$ cat src/include/usdp_pkg.sv
// Constants, types and register map of the shadow receive/transmit data port
// Contract
// RULE1 - Data alias spans sixteen 32-bit word locations
// RULE2 - Read bits 7:0 give received byte
// RULE3 - Master trusts read data only when ready
// RULE4 - FIFOs off: new byte overwrites, flags overrun
// RULE5 - FIFOs on: read returns oldest receive entry
// RULE6 - Receive FIFO full: drop new, flag overrun
// RULE7 - Written bytes go out serial or infrared
// RULE8 - Master writes only while holding-empty set
// RULE9 - FIFOs off: one write clears holding-empty
// RULE10 - FIFOs off: extra write overwrites pending byte
// RULE11 - FIFOs on: accept depth characters, default sixteen
// RULE12 - Transmit write while FIFO full is discarded
// RULE13 - Bits 31:8 read zero, writes ignored
package usdp_pkg;
  localparam int ADDR_W = 8;
  // Byte offsets
  localparam logic [7:0] OFF_WIN_FIRST = 8'h00;
  localparam logic [7:0] OFF_WIN_LAST = 8'h3c;
  localparam logic [7:0] OFF_FIFO_CTRL = 8'h40;
  localparam logic [7:0] OFF_LINE_STAT = 8'h44;
  localparam logic [7:0] OFF_INT_STAT = 8'h48;
  localparam logic [7:0] OFF_INT_MASK = 8'h4c;
  // fifo_control_reg fields
  localparam int FC_FIFO_EN = 0;
  localparam int FC_IR_MODE = 1;
  localparam logic [1:0] FIFO_CTRL_RST = 2'h0;
  // line_status_reg fields
  localparam int LS_DATA_READY = 0;
  localparam int LS_OVERRUN = 1;
  localparam int LS_THR_EMPTY = 5;
  localparam int LS_TX_IDLE = 6;
  // Interrupt status and mask fields
  localparam int IS_RX_AVAIL = 0;
  localparam int IS_OVERRUN = 1;
  localparam int IS_TX_EMPTY = 2;
  localparam logic [2:0] INT_MASK_RST = 3'h0;
  // Timing and FIFO depth
  localparam int CLK_NS = 50;
  localparam int BIT_NS = 800;
  localparam int BIT_CYC = BIT_NS / CLK_NS;
  localparam int IR_PULSE_CYC = (BIT_CYC * 3) / 16;
  localparam int FIFO_DEPTH = 16;

  typedef struct packed {
    logic [ADDR_W-1:0] addr;
    logic [31:0] wdata;
    logic wr;
    logic rd;
  } usdp_bus_type;

  typedef enum logic [1:0] {
    ST_IDLE, ST_START, ST_DATA, ST_STOP
  } usdp_state_type;
endpackage

$ cat src/design/usdp_data_port.sv
// Shadow receive/transmit data window with FIFOs and serial engines
`timescale 1ns/1ps
module usdp_data_port #(
  parameter int DEPTH = usdp_pkg::FIFO_DEPTH,
  parameter int CLK_PER_BIT = usdp_pkg::BIT_CYC
) (
  input wire logic clk_sys,
  input wire logic rst,
  input usdp_pkg::usdp_bus_type bus,
  output logic [31:0] rd_data,
  input wire logic serial_in,
  input wire logic ir_in,
  output logic serial_out,
  output logic ir_out_n,
  output logic irq
);
  import usdp_pkg::*;
  localparam int PW = $clog2(DEPTH);
  localparam int CW = $clog2(DEPTH + 1);
  localparam logic [CW-1:0] FULL = CW'(DEPTH);
  localparam logic [CW-1:0] ONE = CW'(1);
  localparam logic [15:0] BIT_LAST = 16'(CLK_PER_BIT - 1);
  localparam logic [15:0] HALF_LAST = 16'(CLK_PER_BIT / 2 - 1);
  localparam logic [15:0] IR_EDGE = 16'(CLK_PER_BIT - 1 - IR_PULSE_CYC);

  // Bus decode
  logic win_hit, win_rd, win_wr;
  assign win_hit = (bus.addr <= OFF_WIN_LAST) && (bus.addr[1:0] == 2'h0);
  assign win_rd = bus.rd && win_hit; // [RULE1]
  assign win_wr = bus.wr && win_hit; // [RULE1]

  // Control and status registers
  logic [1:0] fctl_r, fctl_nxt;
  logic [2:0] ist_r, ist_nxt, imask_r, imask_nxt;
  logic ovr_r, ovr_nxt, irq_r, irq_nxt;
  logic fifo_en, ir_mode, fen_chg;
  assign fifo_en = fctl_r[FC_FIFO_EN];
  assign ir_mode = fctl_r[FC_IR_MODE];

  // Pin synchronisers
  logic ser_s1_r, ser_s2_r, ir_s1_r, ir_s2_r, rx_line;
  // Infrared receiver drives a high level for a zero bit
  assign rx_line = ir_mode ? ~ir_s2_r : ser_s2_r; // [RULE2]

  // Receive engine
  usdp_state_type rx_st_r, rx_st_nxt;
  logic [15:0] rx_tm_r, rx_tm_nxt;
  logic [2:0] rx_bit_r, rx_bit_nxt;
  logic [7:0] rx_sh_r, rx_sh_nxt;
  logic rx_done;

  always_comb begin
    rx_st_nxt = rx_st_r;
    rx_tm_nxt = rx_tm_r;
    rx_bit_nxt = rx_bit_r;
    rx_sh_nxt = rx_sh_r;
    rx_done = 1'b0;
    if (rx_tm_r != 16'h0) begin
      rx_tm_nxt = rx_tm_r - 16'h1;
    end
    case (rx_st_r)
      ST_IDLE: begin
        if (!rx_line) begin
          rx_st_nxt = ST_START;
          rx_tm_nxt = HALF_LAST;
        end
      end
      ST_START: begin
        if (rx_tm_r == 16'h0) begin
          rx_st_nxt = rx_line ? ST_IDLE : ST_DATA;
          rx_tm_nxt = BIT_LAST;
          rx_bit_nxt = 3'h0;
        end
      end
      ST_DATA: begin
        if (rx_tm_r == 16'h0) begin
          rx_sh_nxt = {rx_line, rx_sh_r[7:1]};
          rx_bit_nxt = rx_bit_r + 3'h1;
          rx_tm_nxt = BIT_LAST;
          if (rx_bit_r == 3'h7) begin
            rx_st_nxt = ST_STOP;
          end
        end
      end
      ST_STOP: begin
        if (rx_tm_r == 16'h0) begin
          // A bad stop bit drops the character
          rx_done = rx_line; // [RULE2]
          rx_st_nxt = ST_IDLE;
        end
      end
      default: rx_st_nxt = ST_IDLE;
    endcase
  end

  // Receive FIFO; with FIFOs off it is a one-entry buffer
  logic [7:0] rx_mem [DEPTH];
  logic [PW-1:0] rx_rd_r, rx_rd_nxt, rx_wr_r, rx_wr_nxt, rx_wa;
  logic [CW-1:0] rx_cnt_r, rx_cnt_nxt;
  logic rx_pop, rx_we, rx_ovr;
  logic [7:0] rx_head;
  assign rx_head = rx_mem[rx_rd_r];
  assign rx_pop = win_rd && (rx_cnt_r != '0);

  always_comb begin
    rx_rd_nxt = rx_rd_r;
    rx_wr_nxt = rx_wr_r;
    rx_cnt_nxt = rx_cnt_r;
    rx_we = 1'b0;
    rx_wa = rx_wr_r;
    rx_ovr = 1'b0;
    if (!fifo_en) begin
      rx_wa = rx_rd_r;
      rx_we = rx_done; // [RULE4]
      rx_ovr = rx_done && (rx_cnt_r != '0) && !rx_pop; // [RULE4]
      if (rx_done) begin
        rx_cnt_nxt = ONE;
      end else if (rx_pop) begin
        rx_cnt_nxt = '0;
      end
    end else begin
      rx_we = rx_done && ((rx_cnt_r != FULL) || rx_pop);
      rx_ovr = rx_done && !rx_we; // [RULE6]
      if (rx_we) begin
        rx_wr_nxt = PW'(rx_wr_r + 1'b1);
      end
      if (rx_pop) begin
        rx_rd_nxt = PW'(rx_rd_r + 1'b1); // [RULE5]
      end
      rx_cnt_nxt = rx_cnt_r + CW'(rx_we) - CW'(rx_pop);
    end
    if (fen_chg) begin
      rx_rd_nxt = '0;
      rx_wr_nxt = '0;
      rx_cnt_nxt = '0;
    end
  end

  // Transmit FIFO; with FIFOs off it is the single holding register
  logic [7:0] tx_mem [DEPTH];
  logic [PW-1:0] tx_rd_r, tx_rd_nxt, tx_wr_r, tx_wr_nxt, tx_wa;
  logic [CW-1:0] tx_cnt_r, tx_cnt_nxt;
  logic tx_pop, tx_we, thr_empty;
  logic [7:0] tx_head;
  assign tx_head = tx_mem[tx_rd_r];
  assign thr_empty = (tx_cnt_r == '0);

  always_comb begin
    tx_rd_nxt = tx_rd_r;
    tx_wr_nxt = tx_wr_r;
    tx_cnt_nxt = tx_cnt_r;
    tx_we = 1'b0;
    tx_wa = tx_wr_r;
    if (!fifo_en) begin
      tx_wa = tx_rd_r;
      tx_we = win_wr; // [RULE10]
      if (win_wr) begin
        tx_cnt_nxt = ONE; // [RULE9]
      end else if (tx_pop) begin
        tx_cnt_nxt = '0;
      end
    end else begin
      tx_we = win_wr && (tx_cnt_r != FULL); // [RULE11] [RULE12]
      if (tx_we) begin
        tx_wr_nxt = PW'(tx_wr_r + 1'b1);
      end
      if (tx_pop) begin
        tx_rd_nxt = PW'(tx_rd_r + 1'b1);
      end
      tx_cnt_nxt = tx_cnt_r + CW'(tx_we) - CW'(tx_pop);
    end
    if (fen_chg) begin
      tx_rd_nxt = '0;
      tx_wr_nxt = '0;
      tx_cnt_nxt = '0;
    end
  end

  // Transmit engine
  usdp_state_type tx_st_r, tx_st_nxt;
  logic [15:0] tx_tm_r, tx_tm_nxt;
  logic [2:0] tx_bit_r, tx_bit_nxt;
  logic [7:0] tx_sh_r, tx_sh_nxt;
  logic tx_level, ser_nxt, irn_nxt, ser_r, irn_r;

  always_comb begin
    tx_st_nxt = tx_st_r;
    tx_tm_nxt = tx_tm_r;
    tx_bit_nxt = tx_bit_r;
    tx_sh_nxt = tx_sh_r;
    tx_pop = 1'b0;
    tx_level = 1'b1;
    if (tx_tm_r != 16'h0) begin
      tx_tm_nxt = tx_tm_r - 16'h1;
    end
    case (tx_st_r)
      ST_IDLE: begin
        if (!thr_empty && !fen_chg) begin
          tx_pop = 1'b1;
          tx_sh_nxt = tx_head;
          tx_st_nxt = ST_START;
          tx_tm_nxt = BIT_LAST;
        end
      end
      ST_START: begin
        tx_level = 1'b0;
        if (tx_tm_r == 16'h0) begin
          tx_st_nxt = ST_DATA;
          tx_tm_nxt = BIT_LAST;
          tx_bit_nxt = 3'h0;
        end
      end
      ST_DATA: begin
        tx_level = tx_sh_r[0];
        if (tx_tm_r == 16'h0) begin
          tx_sh_nxt = {1'b1, tx_sh_r[7:1]};
          tx_bit_nxt = tx_bit_r + 3'h1;
          tx_tm_nxt = BIT_LAST;
          if (tx_bit_r == 3'h7) begin
            tx_st_nxt = ST_STOP;
          end
        end
      end
      ST_STOP: begin
        if (tx_tm_r == 16'h0) begin
          tx_st_nxt = ST_IDLE;
        end
      end
      default: tx_st_nxt = ST_IDLE;
    endcase
    // Infrared sends a short low pulse at the start of each zero bit
    ser_nxt = ir_mode ? 1'b1 : tx_level; // [RULE7]
    irn_nxt = !(ir_mode && !tx_level && (tx_tm_r > IR_EDGE)); // [RULE7]
  end

  // Registers, status and read path
  logic [31:0] rdat_r, rdat_nxt;
  logic [7:0] line_status_reg;
  logic [2:0] ev;
  logic tx_idle;
  assign tx_idle = thr_empty && (tx_st_r == ST_IDLE);
  assign line_status_reg = {1'b0, tx_idle, thr_empty, 3'h0, ovr_r, rx_cnt_r != '0};
  assign ev = {tx_pop && (tx_cnt_r == ONE) && !tx_we, rx_ovr, rx_done};
  assign fen_chg = bus.wr && (bus.addr == OFF_FIFO_CTRL) &&
                   (bus.wdata[FC_FIFO_EN] != fifo_en);

  always_comb begin
    fctl_nxt = fctl_r;
    imask_nxt = imask_r;
    ist_nxt = ist_r;
    ovr_nxt = ovr_r;
    rdat_nxt = 32'h0;
    if (bus.wr && bus.addr == OFF_FIFO_CTRL) begin
      fctl_nxt = bus.wdata[1:0];
    end
    if (bus.wr && bus.addr == OFF_INT_MASK) begin
      imask_nxt = bus.wdata[2:0];
    end
    if (bus.wr && bus.addr == OFF_INT_STAT) begin
      ist_nxt = ist_r & ~bus.wdata[2:0];
    end
    if (bus.rd && bus.addr == OFF_LINE_STAT) begin
      ovr_nxt = 1'b0;
    end
    // Hardware events win over a clear in the same cycle
    ist_nxt = ist_nxt | ev;
    ovr_nxt = ovr_nxt | rx_ovr; // [RULE4] [RULE6]
    irq_nxt = |(ist_nxt & imask_nxt);
    if (bus.rd) begin
      if (win_hit) begin
        rdat_nxt = {24'h0, rx_head}; // [RULE2] [RULE13]
      end else if (bus.addr == OFF_FIFO_CTRL) begin
        rdat_nxt = {30'h0, fctl_r};
      end else if (bus.addr == OFF_LINE_STAT) begin
        rdat_nxt = {24'h0, line_status_reg};
      end else if (bus.addr == OFF_INT_STAT) begin
        rdat_nxt = {29'h0, ist_r};
      end else if (bus.addr == OFF_INT_MASK) begin
        rdat_nxt = {29'h0, imask_r};
      end
    end
  end

  always_ff @(posedge clk_sys) begin
    ser_s1_r <= serial_in;
    ser_s2_r <= ser_s1_r;
    ir_s1_r <= ir_in;
    ir_s2_r <= ir_s1_r;
    // Window reads as zero after reset, before any byte has arrived
    if (rst) begin
      rx_mem[0] <= 8'h0;
    end else if (rx_we) begin
      rx_mem[rx_wa] <= rx_sh_r;
    end
    if (tx_we) begin
      tx_mem[tx_wa] <= bus.wdata[7:0]; // [RULE13]
    end
    if (rst) begin
      fctl_r <= FIFO_CTRL_RST;
      imask_r <= INT_MASK_RST;
      ist_r <= 3'h0;
      ovr_r <= 1'b0;
      irq_r <= 1'b0;
      rdat_r <= 32'h0;
      rx_st_r <= ST_IDLE;
      rx_tm_r <= 16'h0;
      rx_bit_r <= 3'h0;
      rx_sh_r <= 8'h0;
      rx_rd_r <= '0;
      rx_wr_r <= '0;
      rx_cnt_r <= '0;
      tx_st_r <= ST_IDLE;
      tx_tm_r <= 16'h0;
      tx_bit_r <= 3'h0;
      tx_sh_r <= 8'h0;
      tx_rd_r <= '0;
      tx_wr_r <= '0;
      tx_cnt_r <= '0;
      ser_r <= 1'b1;
      irn_r <= 1'b1;
    end else begin
      fctl_r <= fctl_nxt;
      imask_r <= imask_nxt;
      ist_r <= ist_nxt;
      ovr_r <= ovr_nxt;
      irq_r <= irq_nxt;
      rdat_r <= rdat_nxt;
      rx_st_r <= rx_st_nxt;
      rx_tm_r <= rx_tm_nxt;
      rx_bit_r <= rx_bit_nxt;
      rx_sh_r <= rx_sh_nxt;
      rx_rd_r <= rx_rd_nxt;
      rx_wr_r <= rx_wr_nxt;
      rx_cnt_r <= rx_cnt_nxt;
      tx_st_r <= tx_st_nxt;
      tx_tm_r <= tx_tm_nxt;
      tx_bit_r <= tx_bit_nxt;
      tx_sh_r <= tx_sh_nxt;
      tx_rd_r <= tx_rd_nxt;
      tx_wr_r <= tx_wr_nxt;
      tx_cnt_r <= tx_cnt_nxt;
      ser_r <= ser_nxt;
      irn_r <= irn_nxt;
    end
  end

  assign rd_data = rdat_r;
  assign serial_out = ser_r;
  assign ir_out_n = irn_r;
  assign irq = irq_r;
endmodule

$ cat config.mk
export PLATFORM = sky130hd
export DESIGN_NAME = usdp_data_port
export DESIGN_NICKNAME = d
export VERILOG_FILES = /design/src/include/usdp_pkg.sv /design/src/design/usdp_data_port.sv
export SDC_FILE = /design/constraint.sdc
export NUM_CORES = 1
export LEC_CHECK = 0
export BUFFER_PORTS_ARGS = -buffer_cell sky130_fd_sc_hd__buf_2
export CAP_MARGIN = 20
export CORE_MARGIN = 2
export CORE_UTILIZATION = 45
export DETAILED_ROUTE_END_ITERATION = 16
export GPL_ROUTABILITY_DRIVEN = 0
export PLACE_DENSITY = 0.73
export SKIP_LAST_GASP = 1
export SYNTH_ARGS = -nofsm -noshare
export SYNTH_HDL_FRONTEND = slang
export SYNTH_SLANG_ARGS = --single-unit
$ cat constraint.sdc
create_clock -name clk_sys -period 6.5 [get_ports clk_sys]
set_clock_uncertainty 0.05 [all_clocks]
set_input_delay 1.3 -clock clk_sys [delete_from_list [all_inputs] [get_ports clk_sys]]
set_output_delay 1.3 -clock clk_sys [all_outputs]
set_load 0.01 [all_outputs]
Yosys cells after proc, flatten, opt, wreduce, memory -nomap -nowiden. Memory sizes are Yosys's and may differ from the RTL's. A register that Yosys moved wholly into a read port is not among the register bits. Cells that the tools add are included.

Bits in registers: 132. Memory bits (writable): 256. Input port bits: 46. Memories kept: 2.

Memory list: rx_mem (depth 16, width 8, read ports 1, clocked after Yosys merged registers in 1, write ports 1, RTL line usdp_data_port.sv:97) `logic [7:0] rx_mem [DEPTH];`; tx_mem (depth 16, width 8, read ports 1, clocked after Yosys merged registers in 1, write ports 1, RTL line usdp_data_port.sv:140) `logic [7:0] tx_mem [DEPTH];`.

Add/sub/neg operators: 12. $lt $le $gt $ge: 2. Equal/unequal tests: 26. Multiplexer cells: 69. Bitwise logic cells: 7. Reduce and logical (&&, ||, !) cells: 60.

Operators with widths (number): $mux W16 (6); $pmux W16 S2 (2); $eq A8 B7 Y1 const B (4); $logic_not A16 Y1 (2); $mux W8 (4); $reduce_bool A16 Y1 (2); $sub A16 B1 Y16 const B (2); $mux W5 (6); $mux W4 (7); $mux W3 (8); $mux W2 (11); $logic_and A1 B1 Y1 (20); $ne A2 B2 Y1 const B (10); $mux W1 (17); $add A4 B1 Y4 const B (4); $gt A16 B4 Y1 const B (1); $pmux W2 S4 (2); $pmux W8 S2 (1); $mux W7 (2); $pmux W3 S2 (2); $add A5 B1 Y5 (2); $ne A5 B5 Y1 const B (2); $reduce_and A2 Y1 (5); $reduce_and A5 Y1 (2); other kinds (26) (52).

Logic depth before layout (Yosys ltp).
Depth after elaboration: 12. Depth in mapped cells: 15. Mapped depth without buffers: 15.

Worst setup path before layout. No wires, ideal clock.

Kind: input -> register. From: input port bus[38] (netlist bit). To: register tx_cnt_r[4]. Library setup time: 0.062 ns. Arrival: 4.417 ns. Required time: 6.388 ns. Slack: 1.971 ns. Stages on the path: 14. Buffers on the path: 1. Cell sequence: or4b_1 -> or4_1 -> clkbuf_1 -> nand2_1 -> inv_1 -> ha_1 -> inv_1 -> ha_1 -> fa_1 -> a21oi_1 -> o21bai_1 -> xnor2_1 -> or4_1 -> nand3_1.

Word-level cells in the longest chain between the ends: 9. Elaborated cells on any way between the ends: 17. Those cells by class: 2 x add/sub; 1 x order compare; 1 x eq/ne; 4 x mux; 9 x reduce/logical.

Ends and longest elaborated chain: start: declaration (RTL line usdp_data_port.sv:9) `input usdp_pkg::usdp_bus_type bus,`; branches (longest 9 deep; another with $le A8 B6 Y1); end signal: assignment (RTL line usdp_data_port.sv:341) `tx_cnt_r <= tx_cnt_nxt;`; end: declaration (RTL line usdp_data_port.sv:142) `logic [CW-1:0] tx_cnt_r, tx_cnt_nxt;`.

Several ways; the timed one is not identified. A chain may end at the register's enable or synchronous reset.

Worst setup path after layout. Same ends and word-level chain as after synthesis.

==> qor.yml <==
outcome:
  outcome: "finished clean"
setup_path:
  regToRegEndpoint: "rx_cnt_r[4]$_SDFFE_PP0P_"
  crit_required_ns: 6.91
  arrival_ns: 4.77
  cp_max_fo: 8
  rr_startpoint: "rx_tm_r[6]$_SDFF_PP0_"
  crit_type: "input pin to register"
  worst_r2r_path_depth: 12
  start_kind: "input pin"
  end_kind: "register"
  ff2ff_setup_slack_ns: 2.66
global_routing:
  antenna_found_initial: 0
  grt_max_degree: 49
  grt_use_total: 0.179
  grt_pass1_vias: 9571
  grt_pass1_wl_mm: 51.7
  grt_overflow: 0
die:
  core_area_mm2: 0.0354
  die_area_mm2: 0.0372
  fp.dieH_um: 193
  io_pins: 81
  placementRows: 69
  die_w_um: 193
  start_util: 0.454
detailed_routing:
  via_per_inst: 5.70
  drc_errors: 0
  drtIter0Drc: 831
  finalWirelength_mm: 32.5
  firstDrtPassIters: 5
  ant_nets: 0
  via_count: 9671
  routedWlPerCell_um: 19.2
synthesis:
  synth-async-reset-ratio: 0
  yosysSeqAreaShare: 0.623
  ys.flop_type: "edfxtp_1"
  yosysWarnings: 0
  ys_types: 74
  synthCells: 1175
  yosysTopAreaCell: "edfxtp_1"
  ys_seq_elements: 372
  synth_edf_count: 256
  ys_top_cells_by_count: "256 x edfxtp_1, 120 x nor2_1, 116 x dfxtp_1, 67 x mux4_2, 58 x a21oi_1"
  post-synth-top-count-cell: "edfxtp_1"
  synth.top_cells.by_area: "edfxtp_1 48%, dfxtp_1 14%, mux4_2 9.4%"
  syn_avg_cell_area_um2: 13.7
  synth_top_area_frac: 0.478
  synth_area_mm2: 0.0161
clock_network:
  clockBufferDepth: 3
  cts_hold_buf: 0
  clock_latency_ns: 0.53
  cts_tree: "yes"
  cts_root_buffer: "clkbuf_16"
  htree_levels: 2
  path_clk_slew_ns: 0.06
  cts_buffers: 39
  clock_sinks: 372
  post-cts-setup-buffers: 0
  cts_resized: 0
sta:
  setup_viol: 0
  slew_violations: 0
  final-hold-violation-count: 0
  fin_ws_ns: 2.14
  post-route-period-util: 0.670
  setup_tns_ns: 0
  rsz0062_at_grt: "no"
  fmax_ghz: 0.230
  slew_headroom: 0.265
  worst_pin_slew_ns: 1.09
  fin_crit_ns: 4.36
cells_and_area:
  instances_no_fill: 1698
  final_nets: 1286
  post-route-util: 0.504
  area_delta_synth_final_pct: 11.0
  drive_gt1_frac: 0.163
power:
  ir_worst_vdd_mv: 0.304
  leakage_nw: 5.78
  power.density_mw_per_mm2: 339
placement:
  port_buffers: 32
  dpl.hpwl_mm: 21.0
  placed_cells: 1624
  pre_cts_ws_ns: 1.62
min_path:
  holdPathStages: 0
  min_to: "ir_s2_r$_DFF_P_"
  hp-class: "register to register"
  min_from: "ir_s1_r$_DFF_P_"
run:
  max-cap-violations: 0
critical path, stage by stage:
cell and delay, ns:
buf_2 0.10, or4b_1 0.61, or4_1 0.71, nand2_1 0.22, inv_1 0.07, ha_1 0.27, inv_1 0.04, ha_1 0.20
fa_1 0.40, a21oi_1 0.16, o21bai_1 0.09, xnor2_1 0.14, or4_1 0.39, nand3_1 0.07
cell type report:
| cell class | instances | area, µm² |
|---|---|---|
| clock inverter | 18 | 154 |
| tap | 461 | 577 |
| antenna | 1 | 2.50 |
| sequential | 372 | 10000 |
| fill | 2956 | 17500 |
| timing repair buffer | 39 | 233 |
| clock buffer | 54 | 1100 |
| multi-input combinational | 710 | 5610 |
| inverter | 43 | 161 |
kinds of logic (layout without fill, tap and decap cells):
group,after synthesis,in the layout,synth area share
AO/OA/AOI/OAI,174,174,0.0682
XOR/XNOR,29,29,0.0158
adder cells (fa/ha/maj),35,35,0.0282
buffers and inverters,116,154,0.0339
flip-flops,372,372,0.623
multiplexers,108,108,0.121
other,1,25,0.000233
AND/OR/NAND/NOR,340,340,0.110
registers in the layout, indices dropped and copies added, names as in the netlist, 2 cells and up, named ones only:
signal    flops
fctl_r        2
imask_r       3
ist_r         3
rd_data       8
rx_bit_r      3
rx_cnt_r      5
rx_mem      128
rx_rd_r       4
rx_sh_r       8
rx_tm_r      16
rx_wr_r       4
tx_bit_r      3
tx_cnt_r      5
tx_mem      128
tx_rd_r       4
tx_sh_r       8
tx_st_r       2
tx_tm_r      16
tx_wr_r       4
per-stage QoR:
stage / hold slack (ns) / total power, W / instance area [µm²]
final: 0.281 / 0.00606 / 17800
after global routing: 0.296 / 0.00635 / 17800
after CTS: 0.288 / 0.00608 / 17800
after detailed placement: 0.270 / 0.00392 / 16600
after global placement: 0.263 / 0.00387 / 16600
after floorplan: 0.260 / 0.00368 / 16200
placed cells by master (no fill, tap or decap), types with 8 or more instances in the layout:
master and instances:
clkbuf_1 8, nor3b_1 9, clkbuf_16 39, buf_2 32, mux2_2 16, nor2_1 120
nand3_1 23, or4_1 8, edfxtp_1 256, ha_1 33, dfxtp_1 114, a21oi_1 58
o22ai_1 8, xnor2_1 12, nor3_1 24, mux4_2 67, and2_1 9, nor4_1 11
inv_1 41, or3_1 11, nand4_1 20, conb_1 24, mux2i_1 25, a211oi_1 17
nand2_1 47, o21ai_0 41, xor2_1 17, nor2b_1 13
per-layer routing:
metal	GRT usage	up-vias	share of wire	routed length [µm]
met1	0.231	4796	0.42	13700
met5	0	-	0	0
met2	0.303	316	0.49	16000
met4	0.0621	0	0.028	904
li1	-	4499	-	-
met3	0.0335	60	0.059	1920
where the power goes:
| part | internal [W] | switching, W | total, W |
|---|---|---|---|
| Combinational | 0.000429 | 0.000708 | 0.00114 |
| Clock | 0.00127 | 0.000894 | 0.00217 |
| Sequential | 0.00263 | 0.000123 | 0.00276 |
| Total | 0.00433 | 0.00173 | 0.00606 |
worst max path at each step:
stage / startpoint / to / slack, ns / cells after the start
after CTS: bus[38] / tx_cnt_r[4]$_SDFFE_PP0P_ / 2.16 / 14
after floorplan: bus[38] / tx_cnt_r[4]$_SDFFE_PP0P_ / 1.97 / 14
after global placement: bus[38] / tx_cnt_r[4]$_SDFFE_PP0P_ / 1.64 / 14
final: bus[38] / tx_cnt_r[4]$_SDFFE_PP0P_ / 2.14 / 14
after detailed placement: bus[38] / tx_cnt_r[4]$_SDFFE_PP0P_ / 1.62 / 14
after global routing: bus[38] / tx_cnt_r[4]$_SDFFE_PP0P_ / 2.03 / 14
No activity file was read; power rests on OpenSTA's default activity.
